<file path="src/sdram_ctrl_pkg.sv">
// Purpose: shared constants and carriers of the sdram controller configuration block
// Assumes: 32-bit peripheral bus, byte addresses as printed
// Notes:   field positions are the low bit of each field
package sdram_ctrl_pkg;

    // ************************************************************
    // register map
    // ************************************************************
    localparam logic [31:0] ADDR_MEMORY_CONFIGURATION  = 32'hFFFFE808;
    localparam logic [31:0] ADDR_TIMING_PARAMETERS_ZERO = 32'hFFFFE80C;
    localparam logic [31:0] RESET_MEMORY_CONFIGURATION  = 32'h00007024;
    localparam logic [31:0] RESET_TIMING_PARAMETERS_ZERO = 32'h20227225;
    // reserved bits read as zero and ignore writes
    localparam logic [31:0] MASK_MEMORY_CONFIGURATION   = 32'h005573FF;
    localparam logic [31:0] MASK_TIMING_PARAMETERS_ZERO = 32'hFFFFFFFF;

    // ************************************************************
    // field positions
    // ************************************************************
    localparam int POS_COLUMN_BITS_SELECT = 0;
    localparam int POS_ROW_BITS_SELECT    = 2;
    localparam int POS_CAS_LATENCY        = 4;
    localparam int POS_DELAY_LOOP_RESET   = 7;
    localparam int POS_DRIVE_STRENGTH     = 8;
    localparam int POS_DELAY_LOOP_DISABLE = 9;
    localparam int POS_OFFCHIP_DRIVER     = 12;
    localparam int POS_SHARED_BUS         = 16;
    localparam int POS_BURST_STOP         = 18;
    localparam int POS_BANK_COUNT         = 20;
    localparam int POS_DECODING           = 22;
    localparam int POS_ACT_TO_PRE         = 0;

    // ************************************************************
    // decoded values
    // ************************************************************
    localparam logic [3:0] COL_BITS_SDR_BASE = 4'h8;
    localparam logic [3:0] COL_BITS_DDR_BASE = 4'h9;
    localparam logic [3:0] ROW_BITS_BASE     = 4'hB;
    localparam logic [2:0] CAS_CODE_TWO      = 3'h2;
    localparam logic [2:0] CAS_CODE_THREE    = 3'h3;
    localparam logic [1:0] BANK_BITS_FOUR    = 2'h2;
    localparam logic [1:0] BANK_BITS_EIGHT   = 2'h3;
    localparam int         BYTE_LANE_BITS    = 2;
    localparam int         MAX_BANKS         = 8;

    typedef enum logic {
        DECODE_SEQUENTIAL  = 1'b0,
        DECODE_INTERLEAVED = 1'b1
    } decoding_type_e;

    typedef struct packed {
        logic [3:0]     col_bits;
        logic [3:0]     row_bits;
        logic [1:0]     bank_bits;
        logic [2:0]     cas_cycles;
        logic           cas_reserved;
        logic           shared_external_bus;
        logic           burst_stop_restrict;
        decoding_type_e decoding_type;
        logic [3:0]     active_to_precharge_delay;
    } mem_cfg_s;

    // values sent to a ddr2 part while its mode registers are loaded at power-up
    typedef struct packed {
        logic       delay_loop_reset;
        logic       delay_loop_disable;
        logic       drive_strength_select;
        logic [2:0] offchip_driver_calibration;
    } mode_values_s;

endpackage

</file>
<file path="src/sdram_addr_split.sv">
// Purpose: split a system byte address into bank, row and column
// Assumes: widths come from the configuration register, already decoded
// Notes:   outputs are registered, one cycle after the address
`timescale 1ns/100ps
module sdram_addr_split
    import sdram_ctrl_pkg::*;
(
    input  wire logic           core_clk,
    input  wire logic           rst_b,
    input  wire logic [31:0]    sys_addr,
    input  wire logic [3:0]     col_bits,
    input  wire logic [3:0]     row_bits,
    input  wire logic [1:0]     bank_bits,
    input  wire decoding_type_e decoding_type,
    output logic [2:0]          bank_idx,
    output logic [13:0]         row_idx,
    output logic [11:0]         col_idx
);

    // ************************************************************
    // field extraction
    // ************************************************************
    wire logic [29:0] word      = sys_addr[31:BYTE_LANE_BITS];
    wire logic [29:0] col_mask  = ~(30'h3FFFFFFF << col_bits);
    wire logic [29:0] row_mask  = ~(30'h3FFFFFFF << row_bits);
    wire logic [29:0] bank_mask = ~(30'h3FFFFFFF << bank_bits);
    wire logic [29:0] above_col = word >> col_bits;
    // sequential puts bank above row; interleaved puts it just above column
    wire logic [29:0] row_part  = (decoding_type == DECODE_SEQUENTIAL) ?
                                  (above_col & row_mask) : ((above_col >> bank_bits) & row_mask);
    wire logic [29:0] bank_part = (decoding_type == DECODE_SEQUENTIAL) ?
                                  ((above_col >> row_bits) & bank_mask) : (above_col & bank_mask);
    wire logic [29:0] col_part  = word & col_mask;

    always_ff @(posedge core_clk or negedge rst_b) begin
        if (!rst_b) begin
            bank_idx <= 3'h0;
            row_idx  <= 14'h0000;
            col_idx  <= 12'h000;
        end else begin
            bank_idx <= bank_part[2:0];
            row_idx  <= row_part[13:0];
            col_idx  <= col_part[11:0];
        end
    end

endmodule // sdram_addr_split

</file>
<file path="src/sdram_controller.sv">
// Purpose: configuration and first timing register of the sdram controller
// Assumes: peripheral bus is apb on core_clk; mode and protect inputs are same-clock logic
// Notes:   only the active-to-precharge timing is enforced here
//
// Summary of operation
// - write protect set blocks both register writes
// - column code gives 9-12 ddr, 8-11 sdr
// - row code gives 11 to 14 row bits
// - latency 2 sdr only, 3 sdr/ddr2, else reserved
// - ddr2 dll reset and disable values, reset zero
// - ddr2 drive strength normal or weak at power-up
// - shared bus bit flags external bus sharing
// - burst stop restrict blocks cross-bank read stop, sdr only
// - eight banks only for ddr2, else four
// - decoding bit: sequential or interleaved
// - wait active-to-precharge count before precharge
`timescale 1ns/100ps
module sdram_controller
    import sdram_ctrl_pkg::*;
#(
    parameter int NUM_BANKS = MAX_BANKS
)
(
    input  wire logic        core_clk,
    input  wire logic        rst_b,
    // apb slave
    input  wire logic [31:0] paddr,
    input  wire logic        psel,
    input  wire logic        penable,
    input  wire logic        pwrite,
    input  wire logic [31:0] pwdata,
    output logic [31:0]      prdata,
    output logic             pready,
    output logic             pslverr,
    // system side
    input  wire logic        write_protect_enable,
    input  wire logic        sdr_mode,
    input  wire logic        ddr2_mode,
    input  wire logic [31:0] sys_addr,
    input  wire logic        activate_valid,
    input  wire logic [2:0]  activate_bank,
    input  wire logic        precharge_req,
    input  wire logic [2:0]  precharge_bank,
    output logic             precharge_grant,
    input  wire logic        read_start,
    input  wire logic [2:0]  read_bank,
    input  wire logic        burst_stop_req,
    output logic             burst_stop_grant,
    output mem_cfg_s         mem_cfg,
    output mode_values_s     mode_values,
    output logic [31:0]      timing_zero,
    output logic [2:0]       bank_idx,
    output logic [13:0]      row_idx,
    output logic [11:0]      col_idx
);

    // ************************************************************
    // register access
    // ************************************************************
    logic [31:0] memory_configuration;
    logic [31:0] timing_parameters_zero;

    wire logic hit_cfg   = (paddr == ADDR_MEMORY_CONFIGURATION);
    wire logic hit_tpr0  = (paddr == ADDR_TIMING_PARAMETERS_ZERO);
    wire logic access    = psel & penable;
    // a protected write is dropped silently; the bus sees no error
    wire logic wr_cfg    = access & pwrite & hit_cfg & ~write_protect_enable;
    wire logic wr_tpr0   = access & pwrite & hit_tpr0 & ~write_protect_enable;
    wire logic rd_setup  = psel & ~penable & ~pwrite;
    wire logic [31:0] rd_mux = hit_cfg ? memory_configuration :
                               hit_tpr0 ? timing_parameters_zero : 32'h00000000;

    assign pready  = 1'b1;
    assign pslverr = access & ~hit_cfg & ~hit_tpr0;

    always_ff @(posedge core_clk or negedge rst_b) begin
        if (!rst_b) begin
            memory_configuration <= RESET_MEMORY_CONFIGURATION;
        end else if (wr_cfg) begin
            memory_configuration <= pwdata & MASK_MEMORY_CONFIGURATION;
        end
    end

    always_ff @(posedge core_clk or negedge rst_b) begin
        if (!rst_b) begin
            timing_parameters_zero <= RESET_TIMING_PARAMETERS_ZERO;
        end else if (wr_tpr0) begin
            timing_parameters_zero <= pwdata & MASK_TIMING_PARAMETERS_ZERO;
        end
    end

    always_ff @(posedge core_clk or negedge rst_b) begin
        if (!rst_b) begin
            prdata <= 32'h00000000;
        end else if (rd_setup) begin
            prdata <= rd_mux;
        end
    end

    // ************************************************************
    // field decode
    // ************************************************************
    wire logic [1:0] col_code  = memory_configuration[POS_COLUMN_BITS_SELECT +: 2];
    wire logic [1:0] row_code  = memory_configuration[POS_ROW_BITS_SELECT +: 2];
    wire logic [2:0] cas_code  = memory_configuration[POS_CAS_LATENCY +: 3];
    wire logic       cas_ok    = ((cas_code == CAS_CODE_TWO) & sdr_mode) |
                                 ((cas_code == CAS_CODE_THREE) & (sdr_mode | ddr2_mode));
    // eight banks are honoured only on ddr2; other parts fall back to four
    wire logic       eight_ok  = memory_configuration[POS_BANK_COUNT] & ddr2_mode;

    assign mem_cfg.col_bits  = (sdr_mode ? COL_BITS_SDR_BASE : COL_BITS_DDR_BASE) + {2'h0, col_code};
    assign mem_cfg.row_bits  = ROW_BITS_BASE + {2'h0, row_code};
    assign mem_cfg.bank_bits = eight_ok ? BANK_BITS_EIGHT : BANK_BITS_FOUR;
    assign mem_cfg.cas_cycles   = cas_code;
    assign mem_cfg.cas_reserved = ~cas_ok;
    assign mem_cfg.shared_external_bus = memory_configuration[POS_SHARED_BUS];
    assign mem_cfg.burst_stop_restrict = memory_configuration[POS_BURST_STOP];
    assign mem_cfg.decoding_type = decoding_type_e'(memory_configuration[POS_DECODING]);
    assign mem_cfg.active_to_precharge_delay = timing_parameters_zero[POS_ACT_TO_PRE +: 4];

    assign mode_values.delay_loop_reset   = memory_configuration[POS_DELAY_LOOP_RESET];
    assign mode_values.delay_loop_disable = memory_configuration[POS_DELAY_LOOP_DISABLE];
    assign mode_values.drive_strength_select = memory_configuration[POS_DRIVE_STRENGTH];
    // no calibration is run here; the field is only handed on
    assign mode_values.offchip_driver_calibration = memory_configuration[POS_OFFCHIP_DRIVER +: 3];
    assign timing_zero = timing_parameters_zero;

    // ************************************************************
    // active to precharge timers
    // ************************************************************
    logic [NUM_BANKS-1:0] bank_ready;

    for (genvar b = 0; b < NUM_BANKS; b++) begin : g_bank
        logic [3:0] ras_count;
        wire logic  act_here = activate_valid & (activate_bank == 3'(b));
        always_ff @(posedge core_clk or negedge rst_b) begin
            if (!rst_b) begin
                ras_count <= 4'h0;
            end else if (act_here) begin
                ras_count <= mem_cfg.active_to_precharge_delay;
            end else if (ras_count != 4'h0) begin
                ras_count <= ras_count - 4'h1;
            end
        end
        // an activate in this cycle also blocks, so a zero delay still costs one cycle
        assign bank_ready[b] = (ras_count == 4'h0) & ~act_here;

        property p_ras_hold;
            @(posedge core_clk) disable iff (!rst_b)
            act_here && mem_cfg.active_to_precharge_delay != 4'h0 |=> !bank_ready[b];
        endproperty
        a_ras_hold: assert property (p_ras_hold) else $error("precharge allowed too soon");

        property p_ras_release;
            @(posedge core_clk) disable iff (!rst_b)
            act_here ##1 !activate_valid [*8] |-> ##[0:8] bank_ready[b];
        endproperty
        a_ras_release: assert property (p_ras_release) else $error("bank never released");
    end

    assign precharge_grant = precharge_req & bank_ready[precharge_bank];

    // ************************************************************
    // burst stop gating
    // ************************************************************
    logic [2:0] open_read_bank;
    logic       foreign_activate;

    always_ff @(posedge core_clk or negedge rst_b) begin
        if (!rst_b) begin
            open_read_bank   <= 3'h0;
            foreign_activate <= 1'b0;
        end else if (read_start) begin
            open_read_bank   <= read_bank;
            foreign_activate <= 1'b0;
        end else if (activate_valid & (activate_bank != open_read_bank)) begin
            foreign_activate <= 1'b1;
        end
    end

    // only sdr-class parts honour the restriction
    assign burst_stop_grant = burst_stop_req &
                              ~(mem_cfg.burst_stop_restrict & sdr_mode & foreign_activate);

    // ************************************************************
    // address split
    // ************************************************************
    sdram_addr_split u_split (
        .core_clk      (core_clk),
        .rst_b         (rst_b),
        .sys_addr      (sys_addr),
        .col_bits      (mem_cfg.col_bits),
        .row_bits      (mem_cfg.row_bits),
        .bank_bits     (mem_cfg.bank_bits),
        .decoding_type (mem_cfg.decoding_type),
        .bank_idx      (bank_idx),
        .row_idx       (row_idx),
        .col_idx       (col_idx)
    );

    // ************************************************************
    // checks
    // ************************************************************
    property p_wp_cfg;
        @(posedge core_clk) disable iff (!rst_b)
        access && pwrite && hit_cfg && write_protect_enable |=> $stable(memory_configuration);
    endproperty
    a_wp_cfg: assert property (p_wp_cfg) else $error("protected config write landed");

    property p_wp_tpr0;
        @(posedge core_clk) disable iff (!rst_b)
        access && pwrite && hit_tpr0 && write_protect_enable |=> $stable(timing_parameters_zero);
    endproperty
    a_wp_tpr0: assert property (p_wp_tpr0) else $error("protected timing write landed");

    property p_cfg_write;
        @(posedge core_clk) disable iff (!rst_b)
        access && pwrite && hit_cfg && !write_protect_enable
        |=> memory_configuration == ($past(pwdata) & MASK_MEMORY_CONFIGURATION);
    endproperty
    a_cfg_write: assert property (p_cfg_write) else $error("config write lost");

    property p_col_bits;
        @(posedge core_clk) disable iff (!rst_b)
        sdr_mode |-> mem_cfg.col_bits == 4'(col_code) + 4'h8;
    endproperty
    a_col_bits: assert property (p_col_bits) else $error("sdr column width wrong");

    property p_row_bits;
        @(posedge core_clk) disable iff (!rst_b)
        (row_code == 2'h3) |-> mem_cfg.row_bits == 4'hE;
    endproperty
    a_row_bits: assert property (p_row_bits) else $error("row width wrong");

    property p_cas;
        @(posedge core_clk) disable iff (!rst_b)
        (cas_code == CAS_CODE_TWO) && ddr2_mode && !sdr_mode |-> mem_cfg.cas_reserved;
    endproperty
    a_cas: assert property (p_cas) else $error("latency two accepted for ddr2");

    property p_banks;
        @(posedge core_clk) disable iff (!rst_b)
        (mem_cfg.bank_bits == BANK_BITS_EIGHT) |-> ddr2_mode && memory_configuration[POS_BANK_COUNT];
    endproperty
    a_banks: assert property (p_banks) else $error("eight banks without ddr2");

    property p_burst_stop;
        @(posedge core_clk) disable iff (!rst_b)
        read_start ##[1:2] (activate_valid && activate_bank != open_read_bank && !read_start)
        ##1 (burst_stop_req && mem_cfg.burst_stop_restrict && sdr_mode && !read_start)
        |-> !burst_stop_grant;
    endproperty
    a_burst_stop: assert property (p_burst_stop) else $error("burst stop granted across banks");

endmodule // sdram_controller

</file>
<file path="config.mk">
export PLATFORM = sky130hd
export DESIGN_NAME = sdram_controller
export DESIGN_NICKNAME = d
export VERILOG_FILES = /design/src/sdram_ctrl_pkg.sv /design/src/sdram_addr_split.sv /design/src/sdram_controller.sv
export SDC_FILE = /design/constraint.sdc
export NUM_CORES = 1
export LEC_CHECK = 0
export ABC_CLOCK_PERIOD_IN_PS = 3200
export BUFFER_PORTS_ARGS = -buffer_cell sky130_fd_sc_hd__clkbuf_2
export CAP_MARGIN = 20
export CORE_MARGIN = 8
export CORE_UTILIZATION = 47
export CTS_BUF_LIST = sky130_fd_sc_hd__clkbuf_4
export CTS_CLUSTER_SIZE = 25
export DETAILED_ROUTE_END_ITERATION = 10
export PLACE_DENSITY = 0.8
export RECOVER_POWER = 50
export SETUP_SLACK_MARGIN = 0.02
export SYNTH_ARGS = -nofsm -noshare
export SYNTH_HDL_FRONTEND = slang
export SYNTH_SLANG_ARGS = --single-unit
</file>
<file path="constraint.sdc">
create_clock -name core_clk -period 3.2 [get_ports core_clk]
set_input_delay 0.96 -clock core_clk [delete_from_list [all_inputs] [get_ports core_clk]]
set_output_delay 0.96 -clock core_clk [all_outputs]
set_load 0.01 [all_outputs]
</file>
==> summary.md, run 1 <==
| Metric | Value |
|---|---|
| Run status | `complete, but fails checks` |
| Failing checks | `negative setup slack` |
| Die width | `145 um` |
| Vias in the first global route | `6906` |
| Internal power | `between 3 and 4 mW` |
| Largest net degree at the start of global routing | `61` |
| Worst Setup End Kind | `output port` |
| Ys Warns | `0` |
| Clk pwr share | `0.233` |
| Max-Cap Viols | `0` |
| PortBufs | `234` |
| Routed vias | `~6700` |
| HP Class | `reg2reg` |
| Clk_skew | `0.0428 ns` |
| Final setup viols | `1` |
| Syn_area_per_cell | `a little over 10 um^2` |
| First-pass GRT wire length | `35000 um` |
| Cell leakage power | `5.01 nW` |
| Clock transition at path regs | `0.15 ns` |
| Routed Antenna Nets | `0` |
| Drt drc | `0` |
| WL final | `21800 um` |
| # clock sinks | `146` |
| Synth unique cells | `68` |
| #FFs+latches synth | `approximately 150` |
| Die Ht | `145 um` |
| Routed WL per cell | `17.3 um` |
| Final Util | `0.589` |
| RSZ-0062 raised after global routing | `yes` |
| Total gr overflow | `0` |
| Synth async-reset ratio | `1.00` |
| Fmax | `0.280 GHz` |
| Initial antenna violation count | `1` |
| Worst Path Required | `2.24 ns` |
| Root buf cell | `clkbuf_4` |
| Power Total | `5.06 mW` |
| Max clock buf depth | `2` |
| Sequential-to-total area share from yosys stat | `0.470` |
| Area share of the largest cell type after synthesis | `0.419` |
| Area Overhead vs Synth | `23.7%` |
| Switching power | `1.73 mW` |
| DP Cell Count | `1219` |
| EDFF count, synth | `0` |
| Slack of the critical path | `-0.366 ns` |
| Non-Filler Instances | `1259` |
| Post-Syn Instances | `775` |
| Setup TNS | `-0.366 ns` |
| Slew Limit Headroom | `0.0474` |
| Kind of critical path | `reg2out` |
| Main flop type after synthesis | `dfrtp_1` |
| Final #Nets | `~1200` |
| Share of cells above drive strength 1 | `0.403` |
| Initial DRT Pass Iterations | `4` |
| Synth top area cells | `dfrtp_1 (42%), mux2_2 (8.9%), dfstp_2 (5.0%)` |
| Max Transition Viols Final | `0` |
| Num CTS Buffers | `17` |
| Die Area | `21000 um^2` |
| Peak VDD IR | `0.357 mV` |
| Final HPWL DP | `16300 um` |
| Minimum clock period | `3.57 ns` |
| Worst-margin pin slew | `approximately 1.4 ns` |
| Switching Fraction | `0.342` |
| Flop pwr share | `0.457` |
| Synth Cell Area | `7820 um^2` |
| H-tree Lvls | `4` |
| Initial core utilization | `0.476` |
| Placer Congestion | `around 0.86` |
| # IOs | `241` |
| Clk_lat worst skew | `about 0.56 ns` |
| Gate power share | `0.311` |
| P per Cell Area | `524 nW/um^2` |
| Via-per-instance ratio | `5.31` |
| CTS tree | `done` |
| CP Launch Type | `register` |
| Core ar. | `16400 um^2` |
| Final period utilization | `1.11` |
| Final Hold Viols | `0` |
| Cell taking the most area after synthesis | `dfrtp_1` |
| Arrival time worst endpoint | `2.61 ns` |
| Row cnt | `47` |
| Worst-path fanout max | `2` |
| Hold Slack | `0.484 ns` |
| Gr usage total | `0.204` |
| DR iter-0 viols | `332` |
timing repair:
item / 4_1_cts / 5_1_grt
pin swaps: 2 / 0
buffers inserted: 5 / 2
gates resized for setup: 7 / 4
setup endpoints to repair: 3 / 2
hold buffers: 0 / 0
cells in the final DEF (no fill, tap or decap), types with 5 or more instances in the layout:
cell / count
clkbuf_2: 232
dfrtp_1: 131
nor2_1: 96
nand2_1: 75
mux2_2: 62
buf_4: 49
a21oi_1: 47
mux2i_1: 38
inv_1: 25
nand3_1: 23
ha_1: 22
o21ai_0: 21
a221oi_1: 19
xnor2_1: 19
clkbuf_4: 18
dfstp_2: 15
or3_1: 13
nor3_1: 11
nor3b_1: 8
clkbuf_1: 7
a31oi_1: 6
o211ai_1: 5
nor3b_2: 5
nand4_1: 5
inv_6: 5
power groups by stage:
stage	clock network (mW)	logic, mW	registers (mW)
6_report	1.18	1.57	2.31
3_3_place_gp	0	1.41	2.32
4_1_cts	1.21	1.55	2.30
3_5_place_dp	0	1.48	2.33
5_1_grt	1.29	1.78	2.35
2_1_floorplan	0	1.02	2.31
synth_stat cells (3+ instances only):
master,n
o21ai_0,21
a21oi_1,47
nor2b_1,3
nor4_1,4
o211ai_1,5
buf_6,5
nor2_1,97
dfrtp_1,131
nor3_1,11
clkbuf_1,22
a31oi_1,6
buf_1,5
mux2i_1,38
dfstp_2,15
nand3_1,23
and3_1,3
ha_1,23
mux2_2,62
nand4_1,5
or3_1,13
a211oi_1,4
xnor2_1,19
inv_1,27
mux4_2,3
buf_2,8
buf_4,23
a221oi_1,19
nand2_1,75
nor3b_1,12
final timing paths:
path,start,endpoint,slack [ns],cells after the start
worst max-delay path,g_bank[3].ras_count[1],precharge_grant,-0.37,7
worst max register to register,memory_configuration[1],u_split.bank_idx[1],0.53,8
worst min-delay path,prdata[19],prdata[19],0.48,2
max in group asynchronous,rst_b,open_read_bank[2],0.71,2
min in group asynchronous,rst_b,timing_zero[15],0.73,1
worst min register to register,prdata[19],prdata[19],0.48,2
worst max-delay path, cell delays in order (launching register included):
cell and delay (ns):
dfrtp_1 0.43, inv_2 0.09, ha_4 0.13, or3b_4 0.37, a221o_1 0.31, mux4_2 0.50
nor2b_4 0.13, buf_6 0.10
per-layer routing:
layer	track usage	wire, um
met1	0.233	8860
met2	0.345	10900
met3	0.0818	1760
met4	0.0573	242
met5	0	0
area by class of cell:
cell class | count | area [um^2]
inverter | 30 | 116
clock buffer | 17 | 128
fill | 1398 | 6740
multi-input combinational | 538 | 3710
sequential | 146 | 3670
tap | 220 | 275
clock inverter | 15 | 145
antenna | 1 | 2.50
timing repair buffer | 292 | 1610
per-stage QoR:
stage                     area, um^2  setup WS [ns]
after global placement          9340        -0.0622
after floorplan                 7860         0.0200
after detailed placement        9340        -0.0723
after global routing            9670         -0.532
final                           9670         -0.366
after CTS                       9680         -0.415
logic make-up after synthesis:
group	after synthesis	share of synthesized area
xor gates and xnor gates	20	0.0224
muxes	104	0.149
adders and majority gates	23	0.0368
DFF	146	0.470
AOI/OAI and AO/OA	127	0.107
buffers and inverters	94	0.0624
and+or+nand+nor	260	0.153
other	1	0.000480
registers in the layout, summed over array words and instances, names as in the netlist:
register and cells:
foreign_activate 1, g_bank.ras_count 32, memory_configuration 17, open_read_bank 3, prdata 32, timing_zero 32
u_split.bank_idx 3, u_split.col_idx 12, u_split.row_idx 14
No activity file was read; power rests on OpenSTA's default activity.
==> run 2: changes to the inputs <==
TNS_END_PERCENT = 10   (was unset)
==> summary.md, run 2 (synthesis results as in run 1) <==
| Metric | Value |
|---|---|
| Core ar. | `16400 um^2` |
| Critical Path Max Stage Delay | `~0.5 ns` |
| # IOs | `approximately 240` |
| Clock transition at path regs | `0.15 ns` |
| Cell Chain, Critical Path | `inv_2, ha_4, or3b_4, a221o_1, mux4_2, nor2b_4, buf_6` |
| Row cnt | `47` |
| Die width | `145 um` |
| Final setup viols | `1` |
| # clock sinks | `around 150` |
| HP Class | `reg2reg` |
| Max Transition Viols Final | `0` |
| Placed Area | `9340 um^2` |
| Peak VDD IR | `roughly 0.35 mV` |
| Cell leakage power | `between 5 and 6 nW` |
| Die Ht | `about 140 um` |
| Worst-path fanout max | `2` |
| Worst Setup End Kind | `output port` |
| DP Cell Count | `1219` |
| Max-Cap Viols | `0` |
| Commonest non-fill, non-tap cell in the layout | `clkbuf_2` |
| RSZ-0062 raised after global routing | `yes` |
| Drt drc | `0` |
| Initial DRT Pass Iterations | `5` |
| Routed vias | `6657` |
| Max clock buf depth | `2` |
| CTS tree | `done` |
| Largest net degree at the start of global routing | `61` |
| Design Area, Final | `9660 um^2` |
| Arrival time worst endpoint | `2.61 ns` |
| Area Overhead vs Synth | `23.6%` |
| CP Launch Type | `register` |
| First-pass GRT wire length | `35000 um` |
| Final Hold Viols | `0` |
| Clk_skew | `about 0.039 ns` |
| Slack of the critical path | `-0.375 ns` |
| Root buf cell | `clkbuf_4` |
| Placer Congestion | `0.863` |
| CP max-delay cell | `mux4_2` |
| Minimum clock period | `3.57 ns` |
| Routed WL per cell | `17.3 um` |
| Final HPWL DP | `16300 um` |
| Vias in the first global route | `6908` |
| Fmax | `around 0.28 GHz` |
| Initial antenna violation count | `1` |
| Worst-margin pin slew | `1.43 ns` |
| Run status | `complete, but fails checks` |
| Hold_buf cts | `0` |
| Share of cells above drive strength 1 | `0.405` |
| WL final | `around 22000 um` |
| P per Cell Area | `523 nW/um^2` |
| Initial core utilization | `0.476` |
| DR iter-0 viols | `402` |
| Gr usage total | `0.203` |
| Slew Limit Headroom | `0.0463` |
| H-tree Lvls | `4` |
| Num CTS Buffers | `17` |
| PortBufs | `234` |
| Most frequent cells in the layout | `clkbuf_2 (232), dfrtp_1 (131), nor2_1 (96)` |
| Non-Filler Instances | `1258` |
| Worst Path Required | `2.24 ns` |
| Kind of critical path | `reg2out` |
| Routed Antenna Nets | `0` |
| Total gr overflow | `0` |
| Failing checks | `negative setup slack` |
| Die Area | `21000 um^2` |
| Via-per-instance ratio | `5.29` |
| Final period utilization | `1.12` |
| Final #Nets | `1164` |
| Clk_lat worst skew | `between 0.5 and 0.6 ns` |
## run 2: layout make-up
class                   count  area (um^2)
fillers                  1399         6740
multi-input cells         538         3720
flip-flops and latches    146         3680
repair buffers            291         1610
well taps                 220          275
clock inverters            15          145
clock buffers              17          128
inverters                  30          114
diodes                      1         2.50
## run 2: path summary, 6_finish.rpt
kind / from / end / slack, ns / depth (start not counted)
max: g_bank[3].ras_count[1] / precharge_grant / -0.37 / 7
min: prdata[19] / prdata[19] / 0.48 / 2
max reg2reg: memory_configuration[1] / u_split.bank_idx[1] / 0.54 / 8
min reg2reg: prdata[19] / prdata[19] / 0.48 / 2
max in group asynchronous: rst_b / g_bank[6].ras_count[1] / 0.70 / 2
min in group asynchronous: rst_b / timing_zero[15] / 0.72 / 1
## run 2: repair_timing
item | CTS | global route
pin swaps | 2 | 0
endpoints found under the setup margin | 3 | 3
setup buffers | 4 | 2
gates resized for setup | 9 | 6
gates cloned | 0 | 0
## run 2: metal layers
metal  part of all wire  vias to the layer above  track usage
li1                   -                     3197            -
met1               0.41                     3206        0.232
met2               0.50                      234        0.345
met3              0.082                       20       0.0818
met4              0.014                        0       0.0573
met5                  0                        -            0
## run 2: critical path: cells and delay by family, from the launching register on
kind | cells | cell delay (ns)
buffers and inverters | 2 | 0.19
AO/OA/AOI/OAI | 1 | 0.31
AND/OR/NAND/NOR | 2 | 0.50
multiplexers | 1 | 0.50
flip-flops | 1 | 0.43
adder cells (fa/ha/maj) | 1 | 0.13
## run 2: metrics by stage
stage | setup slack, ns | setup TNS, ns | hold slack [ns] | utilization | total power, mW
CTS | -0.415 | -0.415 | 0.331 | 0.590 | 5.06
global placement | -0.0622 | -0.0732 | 0.449 | 0.569 | 3.73
global route | -0.532 | -0.532 | 0.412 | 0.589 | 5.41
floorplan | 0.0200 | 0 | 0.463 | - | 3.33
finish | -0.375 | -0.375 | 0.484 | 0.589 | 5.06
detailed placement | -0.0723 | -0.100 | 0.456 | 0.569 | 3.81
## run 2: report_power, final
group	internal [mW]	total, mW	switching, mW
combinational	0.801	1.57	0.768
clock	0.409	1.18	0.769
sequential	2.12	2.31	0.190
